File: src/include/hspm_consts.svh
// offsets, field positions, values and timing counts of the hot-plug bridge registers
`ifndef HSPM_CONSTS_SVH
`define HSPM_CONSTS_SVH

`define HSPM_ADDR_W 8
`define HSPM_DATA_W 8

`define HSPM_OFS_BRIDGE_EXT 8'hE2
`define HSPM_OFS_DATA 8'hE3
`define HSPM_OFS_CAP_ID 8'hE4
`define HSPM_OFS_NEXT_PTR 8'hE5
`define HSPM_OFS_CTRL_STATUS 8'hE6
`define HSPM_OFS_IRQ_STATUS 8'hE8
`define HSPM_OFS_IRQ_MASK 8'hE9

`define HSPM_DATA_VAL 8'h00
`define HSPM_CAP_ID_VAL 8'h06
`define HSPM_NEXT_PTR_VAL 8'h00
`define HSPM_CSR_RST 8'h00
`define HSPM_ZERO 8'h00

`define HSPM_EXT_BCC_BIT 7
`define HSPM_EXT_B23_BIT 6
`define HSPM_CSR_INS_BIT 7
`define HSPM_CSR_EXT_BIT 6
`define HSPM_CSR_LED_BIT 3
`define HSPM_CSR_MASK_BIT 1

`define HSPM_IRQ_INS_BIT 0
`define HSPM_IRQ_EXT_BIT 1
`define HSPM_IRQ_W 2

`define HSPM_SEC_CLK_DIV 2

`endif

File: src/include/hspm_pkg.sv
// types shared by the hot-plug bridge register block
package hspm_pkg;
    typedef enum logic [1:0] {
        PS_D0,
        PS_D1,
        PS_D2,
        PS_D3HOT
    } hspm_pstate_t;

    typedef enum logic {
        LED_FORCED,
        LED_SOFT
    } hspm_led_t;
endpackage : hspm_pkg

File: src/verilog/hspm_sync.sv
// two-stage synchroniser for pin levels
`timescale 1ns/10ps
module hspm_sync #(
    parameter int WIDTH = 2
) (
    input wire logic clk,
    input wire logic sys_rst,
    input wire logic [WIDTH-1:0] pin_in,
    output logic [WIDTH-1:0] sync_out
);
    logic [WIDTH-1:0] meta_q;

    if (WIDTH < 1) begin : g_bad_width
        $error("hspm_sync: WIDTH must be at least 1");
    end

    // first stage feeds only the second stage
    always_ff @(posedge clk or posedge sys_rst) begin
        if (sys_rst) begin
            meta_q <= '0;
            sync_out <= '0;
        end else begin
            meta_q <= pin_in;
            sync_out <= meta_q;
        end
    end
endmodule : hspm_sync

File: src/verilog/hspm_sec_clk.sv
// secondary clock divider with D3hot stop
`timescale 1ns/10ps
`include "hspm_consts.svh"
module hspm_sec_clk #(
    parameter int DIV = `HSPM_SEC_CLK_DIV
) (
    input wire logic clk,
    input wire logic sys_rst,
    input wire logic stop_in_d3,
    input wire hspm_pkg::hspm_pstate_t power_state,
    output logic sec_clk_out
);
    localparam int CW = (DIV > 2) ? $clog2(DIV / 2) : 1;
    localparam logic [CW-1:0] HALF_M1 = CW'(DIV / 2 - 1);
    logic [CW-1:0] cnt_q;
    logic run;

    if (DIV < 2 || (DIV % 2) != 0) begin : g_bad_div
        $error("hspm_sec_clk: DIV must be even and at least 2");
    end

    assign run = !(stop_in_d3 && power_state == hspm_pkg::PS_D3HOT);

    // built from primary clock
    // no edge of clk means no edge out, so a stopped primary stops it too
    always_ff @(posedge clk or posedge sys_rst) begin
        if (sys_rst) begin
            cnt_q <= '0;
            sec_clk_out <= 1'b0;
        end else if (!run) begin
            cnt_q <= '0;
            sec_clk_out <= 1'b0;
        end else if (cnt_q == HALF_M1) begin
            cnt_q <= '0;
            sec_clk_out <= !sec_clk_out;
        end else begin
            cnt_q <= cnt_q + CW'(1);
        end
    end
endmodule : hspm_sec_clk

File: src/verilog/hspm_bridge_regs.sv
// hot-plug and power management bridge extension registers
`timescale 1ns/10ps
`include "hspm_consts.svh"
module hspm_bridge_regs #(
    parameter int SEC_CLK_DIV = `HSPM_SEC_CLK_DIV
) (
    input wire logic clk,
    input wire logic sys_rst,
    input wire logic [`HSPM_ADDR_W-1:0] reg_addr,
    input wire logic [`HSPM_DATA_W-1:0] reg_wdata,
    input wire logic reg_wr,
    input wire logic reg_rd,
    output logic [`HSPM_DATA_W-1:0] reg_rdata,
    input wire logic bus_clock_ctrl_strap,
    input wire logic ejector_closed,
    input wire hspm_pkg::hspm_pstate_t pm_control_status,
    output logic enum_output_pin,
    output logic hot_plug_led,
    output logic sec_clk_out,
    output logic irq
);
    localparam int DW = `HSPM_DATA_W;

    // synchronised pin levels
    logic strap_s;
    logic closed_s;
    logic closed_prev_q;

    // control/status state
    logic ins_q;
    logic ext_q;
    logic led_bit_q;
    logic mask_q;
    logic reset_seen_q;
    hspm_pkg::hspm_led_t led_st_q;

    // interrupt state
    logic [`HSPM_IRQ_W-1:0] irq_stat_q;
    logic [`HSPM_IRQ_W-1:0] irq_mask_q;

    // decoded accesses and events
    logic csr_wr;
    logic irq_stat_rd;
    logic ins_set;
    logic ext_set;
    logic open_edge;
    logic ins_clr;
    logic ext_clr;

    if (SEC_CLK_DIV < 2) begin : g_bad_div
        $error("hspm_bridge_regs: SEC_CLK_DIV must be at least 2");
    end

    // read value of one offset; unmapped offsets read zero
    function automatic logic [DW-1:0] read_value(
        input logic [`HSPM_ADDR_W-1:0] addr
    );
        logic [DW-1:0] v;
        v = `HSPM_ZERO;
        case (addr)
            // strap level on bits 7 and 6
            `HSPM_OFS_BRIDGE_EXT: begin
                v[`HSPM_EXT_BCC_BIT] = strap_s;
                v[`HSPM_EXT_B23_BIT] = strap_s;
            end
            `HSPM_OFS_DATA: v = `HSPM_DATA_VAL;
            `HSPM_OFS_CAP_ID: v = `HSPM_CAP_ID_VAL;
            `HSPM_OFS_NEXT_PTR: v = `HSPM_NEXT_PTR_VAL;
            // writable bits read back beside the flags
            `HSPM_OFS_CTRL_STATUS: begin
                v[`HSPM_CSR_INS_BIT] = ins_q;
                v[`HSPM_CSR_EXT_BIT] = ext_q;
                v[`HSPM_CSR_LED_BIT] = led_bit_q;
                v[`HSPM_CSR_MASK_BIT] = mask_q;
            end
            `HSPM_OFS_IRQ_STATUS: v[`HSPM_IRQ_W-1:0] = irq_stat_q;
            `HSPM_OFS_IRQ_MASK: v[`HSPM_IRQ_W-1:0] = irq_mask_q;
            default: v = `HSPM_ZERO;
        endcase
        return v;
    endfunction : read_value

    // strap and ejector switch come from pins
    hspm_sync #(
        .WIDTH(2)
    ) u_sync (
        .clk(clk),
        .sys_rst(sys_rst),
        .pin_in({bus_clock_ctrl_strap, ejector_closed}),
        .sync_out({strap_s, closed_s})
    );

    // secondary clock generation
    hspm_sec_clk #(
        .DIV(SEC_CLK_DIV)
    ) u_sec_clk (
        .clk(clk),
        .sys_rst(sys_rst),
        .stop_in_d3(strap_s),
        .power_state(pm_control_status),
        .sec_clk_out(sec_clk_out)
    );

    // access decode
    assign csr_wr = reg_wr && reg_addr == `HSPM_OFS_CTRL_STATUS;
    assign irq_stat_rd = reg_rd && reg_addr == `HSPM_OFS_IRQ_STATUS;

    assign ins_set = reset_seen_q && closed_s && !ext_q;
    assign open_edge = closed_prev_q && !closed_s;
    assign ext_set = open_edge && !ins_q;

    assign ins_clr = csr_wr && reg_wdata[`HSPM_CSR_INS_BIT];
    assign ext_clr = csr_wr && reg_wdata[`HSPM_CSR_EXT_BIT];

    // edge history of the switch; reset value avoids a false open edge
    always_ff @(posedge clk or posedge sys_rst) begin
        if (sys_rst) begin
            closed_prev_q <= 1'b0;
        end else begin
            closed_prev_q <= closed_s;
        end
    end

    // bus reset marker, consumed by the first insertion
    always_ff @(posedge clk or posedge sys_rst) begin
        if (sys_rst) begin
            reset_seen_q <= 1'b1;
        end else if (ins_set) begin
            reset_seen_q <= 1'b0;
        end
    end

    // mask has no say here
    // set wins over a clear in the same cycle
    always_ff @(posedge clk or posedge sys_rst) begin
        if (sys_rst) begin
            ins_q <= 1'b0;
        end else if (ins_set) begin
            ins_q <= 1'b1;
        end else if (ins_clr) begin
            ins_q <= 1'b0;
        end
    end

    always_ff @(posedge clk or posedge sys_rst) begin
        if (sys_rst) begin
            ext_q <= 1'b0;
        end else if (ext_set) begin
            ext_q <= 1'b1;
        end else if (ext_clr) begin
            ext_q <= 1'b0;
        end
    end

    // writable control bits reset to zero
    always_ff @(posedge clk or posedge sys_rst) begin
        if (sys_rst) begin
            led_bit_q <= 1'b0;
            mask_q <= 1'b0;
        end else if (csr_wr) begin
            led_bit_q <= reg_wdata[`HSPM_CSR_LED_BIT];
            mask_q <= reg_wdata[`HSPM_CSR_MASK_BIT];
        end
    end

    always_ff @(posedge clk or posedge sys_rst) begin
        if (sys_rst) begin
            led_st_q <= hspm_pkg::LED_FORCED;
        end else begin
            case (led_st_q)
                hspm_pkg::LED_FORCED: begin
                    if (closed_s) begin
                        led_st_q <= hspm_pkg::LED_SOFT;
                    end
                end
                hspm_pkg::LED_SOFT: led_st_q <= hspm_pkg::LED_SOFT;
                default: led_st_q <= hspm_pkg::LED_FORCED;
            endcase
        end
    end

    // LED level from the control bit once released
    // lit at reset so a board in a half-seated state shows it is unsafe
    always_ff @(posedge clk or posedge sys_rst) begin
        if (sys_rst) begin
            hot_plug_led <= 1'b1;
        end else if (led_st_q == hspm_pkg::LED_FORCED) begin
            hot_plug_led <= 1'b1;
        end else begin
            hot_plug_led <= led_bit_q;
        end
    end

    always_ff @(posedge clk or posedge sys_rst) begin
        if (sys_rst) begin
            enum_output_pin <= 1'b0;
        end else begin
            enum_output_pin <= (ins_q || ext_q) && !mask_q;
        end
    end

    // sticky interrupt bits; read clears, a new event in that cycle survives
    always_ff @(posedge clk or posedge sys_rst) begin
        if (sys_rst) begin
            irq_stat_q <= '0;
        end else begin
            irq_stat_q[`HSPM_IRQ_INS_BIT] <= (ins_set && !ins_q) ||
                (irq_stat_q[`HSPM_IRQ_INS_BIT] && !irq_stat_rd);
            irq_stat_q[`HSPM_IRQ_EXT_BIT] <= (ext_set && !ext_q) ||
                (irq_stat_q[`HSPM_IRQ_EXT_BIT] && !irq_stat_rd);
        end
    end

    // interrupt mask, 1 enables the matching status bit
    always_ff @(posedge clk or posedge sys_rst) begin
        if (sys_rst) begin
            irq_mask_q <= '0;
        end else if (reg_wr && reg_addr == `HSPM_OFS_IRQ_MASK) begin
            irq_mask_q <= reg_wdata[`HSPM_IRQ_W-1:0];
        end
    end

    // level interrupt
    always_ff @(posedge clk or posedge sys_rst) begin
        if (sys_rst) begin
            irq <= 1'b0;
        end else begin
            irq <= |(irq_stat_q & irq_mask_q);
        end
    end

    // read data stand one cycle after the strobe, then fall to zero
    // zero between reads so a stale value is never taken for an answer
    always_ff @(posedge clk or posedge sys_rst) begin
        if (sys_rst) begin
            reg_rdata <= `HSPM_ZERO;
        end else if (reg_rd) begin
            reg_rdata <= read_value(reg_addr);
        end else begin
            reg_rdata <= `HSPM_ZERO;
        end
    end
endmodule : hspm_bridge_regs

File: config.mk
export PLATFORM = sky130hd
export DESIGN_NAME = hspm_bridge_regs
export DESIGN_NICKNAME = d
export VERILOG_FILES = /design/src/include/hspm_pkg.sv /design/src/verilog/hspm_sync.sv /design/src/verilog/hspm_sec_clk.sv /design/src/verilog/hspm_bridge_regs.sv
export VERILOG_INCLUDE_DIRS = /design/src /design/src/include
export SDC_FILE = /design/constraint.sdc
export NUM_CORES = 1
export LEC_CHECK = 0
export CAP_MARGIN = 30
export CORE_MARGIN = 5
export CORE_UTILIZATION = 53
export CTS_BUF_LIST = sky130_fd_sc_hd__clkbuf_8 sky130_fd_sc_hd__clkbuf_16
export DETAILED_ROUTE_END_ITERATION = 10
export DONT_BUFFER_PORTS = 1
export GPL_TIMING_DRIVEN = 0
export MAX_ROUTING_LAYER = met4
export PLACE_DENSITY = 0.71
export RECOVER_POWER = 100
export REMOVE_ABC_BUFFERS = 1
export SYNTH_ARGS = -nofsm -noshare
export SYNTH_HDL_FRONTEND = slang
export SYNTH_SLANG_ARGS = --single-unit
File: constraint.sdc
create_clock -name clk -period 0.85 [get_ports clk]
set_input_delay 0.085 -clock clk [delete_from_list [all_inputs] [get_ports clk]]
set_output_delay 0.085 -clock clk [all_outputs]
set_load 0.01 [all_outputs]
==> results.py <==
metrics = {
    "outcome": {
        "run_status": "complete, but fails checks",
        "failed_checks": "hold timing, setup timing",
    },
    "setup_path": {
        "worstSetupPathType": "reg2out",
        "kind_of_launch_point_of_the_worst_setup_path": "register",
        "critical_path.max_fanout": 1,
        "cp.arrival_ns": 0.83,
        "worstPathRequired_ns": 0.76,
        "critical_path_end_type": "output port",
    },
    "timing": {
        "clock_period_minus_worst_slack_ns": 0.913,
        "finalSetupViolations": 4,
        "hold_violations": 23,
        "timing.final.ws_setup_ns": -0.0631,
        "max_freq_mhz": 1100,
        "largest_clock_skew_in_the_final_design_ns": 0.00575,
        "finalCritPeriodShare_pct": 107,
        "timing.slew.headroom_pct": 38.9,
        "grt_setup_unrepaired": "yes",
        "timing_worst_slew_pin_value_ns": 0.916,
        "fin_hold_ws_ns": -0.102,
        "report.final.slew_viol_count": 0,
    },
    "run": {
        "count_of_maximum_capacitance_violations": 0,
    },
    "placement": {
        "place_ws_ns": -0.269,
        "numPortBuffers": 0,
        "final_replace_weighted_congestion": 0.764,
        "detailed_place_hpwl_um": 1190,
        "placed_cells": 98,
    },
    "power_and_ir_drop": {
        "total_power_mw": 2.10,
        "ir_drop_mv": 1.13,
        "total_leakage_power_nw": 0.549,
        "power_density_mw_per_mm2": 1770,
    },
    "global_routing": {
        "grt_antenna_before_repair": 0,
        "grt_pass1_vias": 668,
        "maximum_number_of_pins_on_one_net_before_global_route_repair": 26,
        "grt_usage_pct": 16.2,
        "grt_pass1_wl_um": 3110,
        "global_route.overflow_total": 0,
    },
    "logic_synthesis": {
        "yosysTopAreaCellShare_pct": 58.6,
        "synth-seq-cells": 25,
        "yosys_warnings": 0,
        "post_synth_instance_area_sq_um": 982,
        "post_synth_main_area_contributors": "sky130_fd_sc_hd__dfrtp_1, sky130_fd_sc_hd__dfstp_2, sky130_fd_sc_hd__mux2_4",
        "synthDistinctLibCells": 31,
        "post_synth.cell_area_avg_sq_um": 13.1,
        "library_cell_occupying_the_most_area_in_the_post_synthesis_netlist": "sky130_fd_sc_hd__dfrtp_1",
        "syn-instance-count": 75,
        "seq_total_area_yosys_pct": 63.9,
    },
    "floorplanning": {
        "initial_utilization_pct": 56.3,
        "die_area_sq_mm": 0.00281,
        "placementRows": 15,
        "ios": 36,
        "dieWidth_um": 53.1,
        "die_height_um": 53.1,
        "core_area_sq_mm": 0.00175,
    },
    "routing": {
        "post_route_antenna_net_violation_count": 0,
        "highest_layer": "met4",
        "drt-met1-wl_um": 767,
        "viasPerCell": 5.56,
        "routed-wl-met2_um": 943,
        "detail_route.wirelength_um": 1910,
        "drcViolationCount": 0,
        "dr_total_vias": 639,
        "detail_route.iter0.violations": 17,
        "wire_per_inst_um": 16.6,
        "detailedRoute.firstPassIterationCount": 4,
        "met3_wirelength_um": 166,
    },
    "clock_network": {
        "numCtsBuffers": 3,
        "clock-sinks": 25,
        "ctsLongestPathBuffers": 2,
        "clock_tree_root": "sky130_fd_sc_hd__clkbuf_8",
        "maximum_level_of_the_cts_h_tree": 1,
        "clock_latency_ns": 0.27,
        "clkTransAtPathRegs_ns": 0.09,
        "cts_hold_buf": 11,
        "cts_tree": "done",
    },
    "final_layout": {
        "antenna_cells_inserted": 0,
        "layout.nets": 115,
        "layout.area.seq_sq_um": 631,
        "layout_commonest_cell": "sky130_fd_sc_hd__dfrtp_1",
        "non_filler_cells_final": 115,
        "flow.area_growth_from_synthesis_pct": 20.8,
        "total_area_of_multi_input_combinational_cells_sq_um": 339,
        "final_cell_mix": "sky130_fd_sc_hd__dfrtp_1, sky130_fd_sc_hd__dlygate4sd3_1, sky130_fd_sc_hd__nor2_1, sky130_fd_sc_hd__nand2_1",
        "layout.filler_cells": 129,
        "post_route_cells_drive_above_1_share_pct": 23.3,
    },
    "hold_path": {
        "min-delay-path-class": "in2async",
    },
}
[Yosys cell counts]
cell / n
sky130_fd_sc_hd__conb_1: 1
sky130_fd_sc_hd__and3_1: 1
sky130_fd_sc_hd__a21oi_1: 2
sky130_fd_sc_hd__nand2_1: 4
sky130_fd_sc_hd__nor3b_1: 2
sky130_fd_sc_hd__mux2i_1: 2
sky130_fd_sc_hd__a21o_1: 2
sky130_fd_sc_hd__nand3b_1: 1
sky130_fd_sc_hd__nand3_1: 1
sky130_fd_sc_hd__mux2_4: 2
sky130_fd_sc_hd__nor3_1: 1
sky130_fd_sc_hd__nor2_1: 5
sky130_fd_sc_hd__inv_1: 3
sky130_fd_sc_hd__or2_2: 1
sky130_fd_sc_hd__nand3_2: 1
sky130_fd_sc_hd__o21ai_0: 1
sky130_fd_sc_hd__dfstp_2: 2
sky130_fd_sc_hd__o22ai_1: 2
sky130_fd_sc_hd__buf_4: 2
sky130_fd_sc_hd__a31oi_1: 1
sky130_fd_sc_hd__a21boi_0: 1
sky130_fd_sc_hd__dfrtp_1: 23
sky130_fd_sc_hd__and4bb_2: 1
sky130_fd_sc_hd__a22o_1: 1
sky130_fd_sc_hd__nand4_2: 1
sky130_fd_sc_hd__and4b_1: 1
sky130_fd_sc_hd__mux2_1: 2
sky130_fd_sc_hd__buf_6: 1
sky130_fd_sc_hd__nand2b_1: 3
sky130_fd_sc_hd__nand4_1: 2
sky130_fd_sc_hd__a32o_1: 2
[final timing paths]
kind | start | endpoint | slack (ns) | cells after the start
max reg2reg | ext_q | ext_q | -0.03 | 3
min in group clk | reg_rd | reg_rdata[7] | 0.01 | 2
max | hot_plug_led | hot_plug_led | -0.06 | 0
max in group asynchronous | sys_rst | ext_q | 0.34 | 1
min | sys_rst | u_sync.meta_q[1] | -0.10 | 1
min reg2reg | u_sync.meta_q[0] | u_sync.sync_out[0] | 0.36 | 0
[cell type report]
class                           count  share of cell area (%)
Tap cell                           25                    2.64
Timing Repair Buffer               13                    10.5
Clock inverter                      1                   0.633
Inverter                            3                   0.949
Clock buffer                        3                    3.48
Multi-Input combinational cell     45                    28.6
Sequential cell                    25                    53.2
[kinds of logic after synthesis]
family / synth area share [%]
other: 0.382
flip-flops: 63.9
multiplexers: 7.39
AO/OA/AOI/OAI: 8.66
buffers and inverters: 3.82
AND/OR/NAND/NOR: 15.8
[layer usage]
metal	vias to the layer above	global-route usage, %
met5	-	-
met4	0	7.66
met3	4	4.23
met2	26	26.4
met1	310	18.6
li1	299	-
[report_power, final]
part | leakage [nW] | internal, mW | total [mW] | switching (mW)
clock network | 0.0217 | 0.332 | 0.712 | 0.380
registers | 0.310 | 1.23 | 1.25 | 0.0289
logic | 0.217 | 0.0697 | 0.130 | 0.0604
total | 0.549 | 1.63 | 2.10 | 0.470
[per-stage QoR]
step / hold WS, ns / util, % / cell area (sq um) / TNS, ns
3_5_place_dp: 0.116 / 56.8 / 991 / -1.76
3_3_place_gp: 0.116 / 56.8 / 991 / -1.63
6_report: -0.102 / 68.0 / 1190 / -0.137
5_1_grt: -0.0181 / 68.0 / 1190 / -0.351
4_1_cts: -0.0798 / 67.7 / 1180 / -0.110
2_1_floorplan: 0.111 / - / 960 / -0.729
[state kept, by name (all words and copies together) (netlist names), 2 cells and up]
| signal | flops |
|---|---|
| irq_stat_q | 2 |
| reg_rdata | 6 |
| u_sync.meta_q | 2 |
| u_sync.sync_out | 2 |
| irq_mask_q | 2 |
[repair_timing]
action,4_1_cts,5_1_grt
buffers inserted,1,1
resized for setup,7,2
pin swaps,2,0
setup endpoints to repair,5,10
endpoints found under the hold margin,36,23
Power figures use the tool's default switching activity.
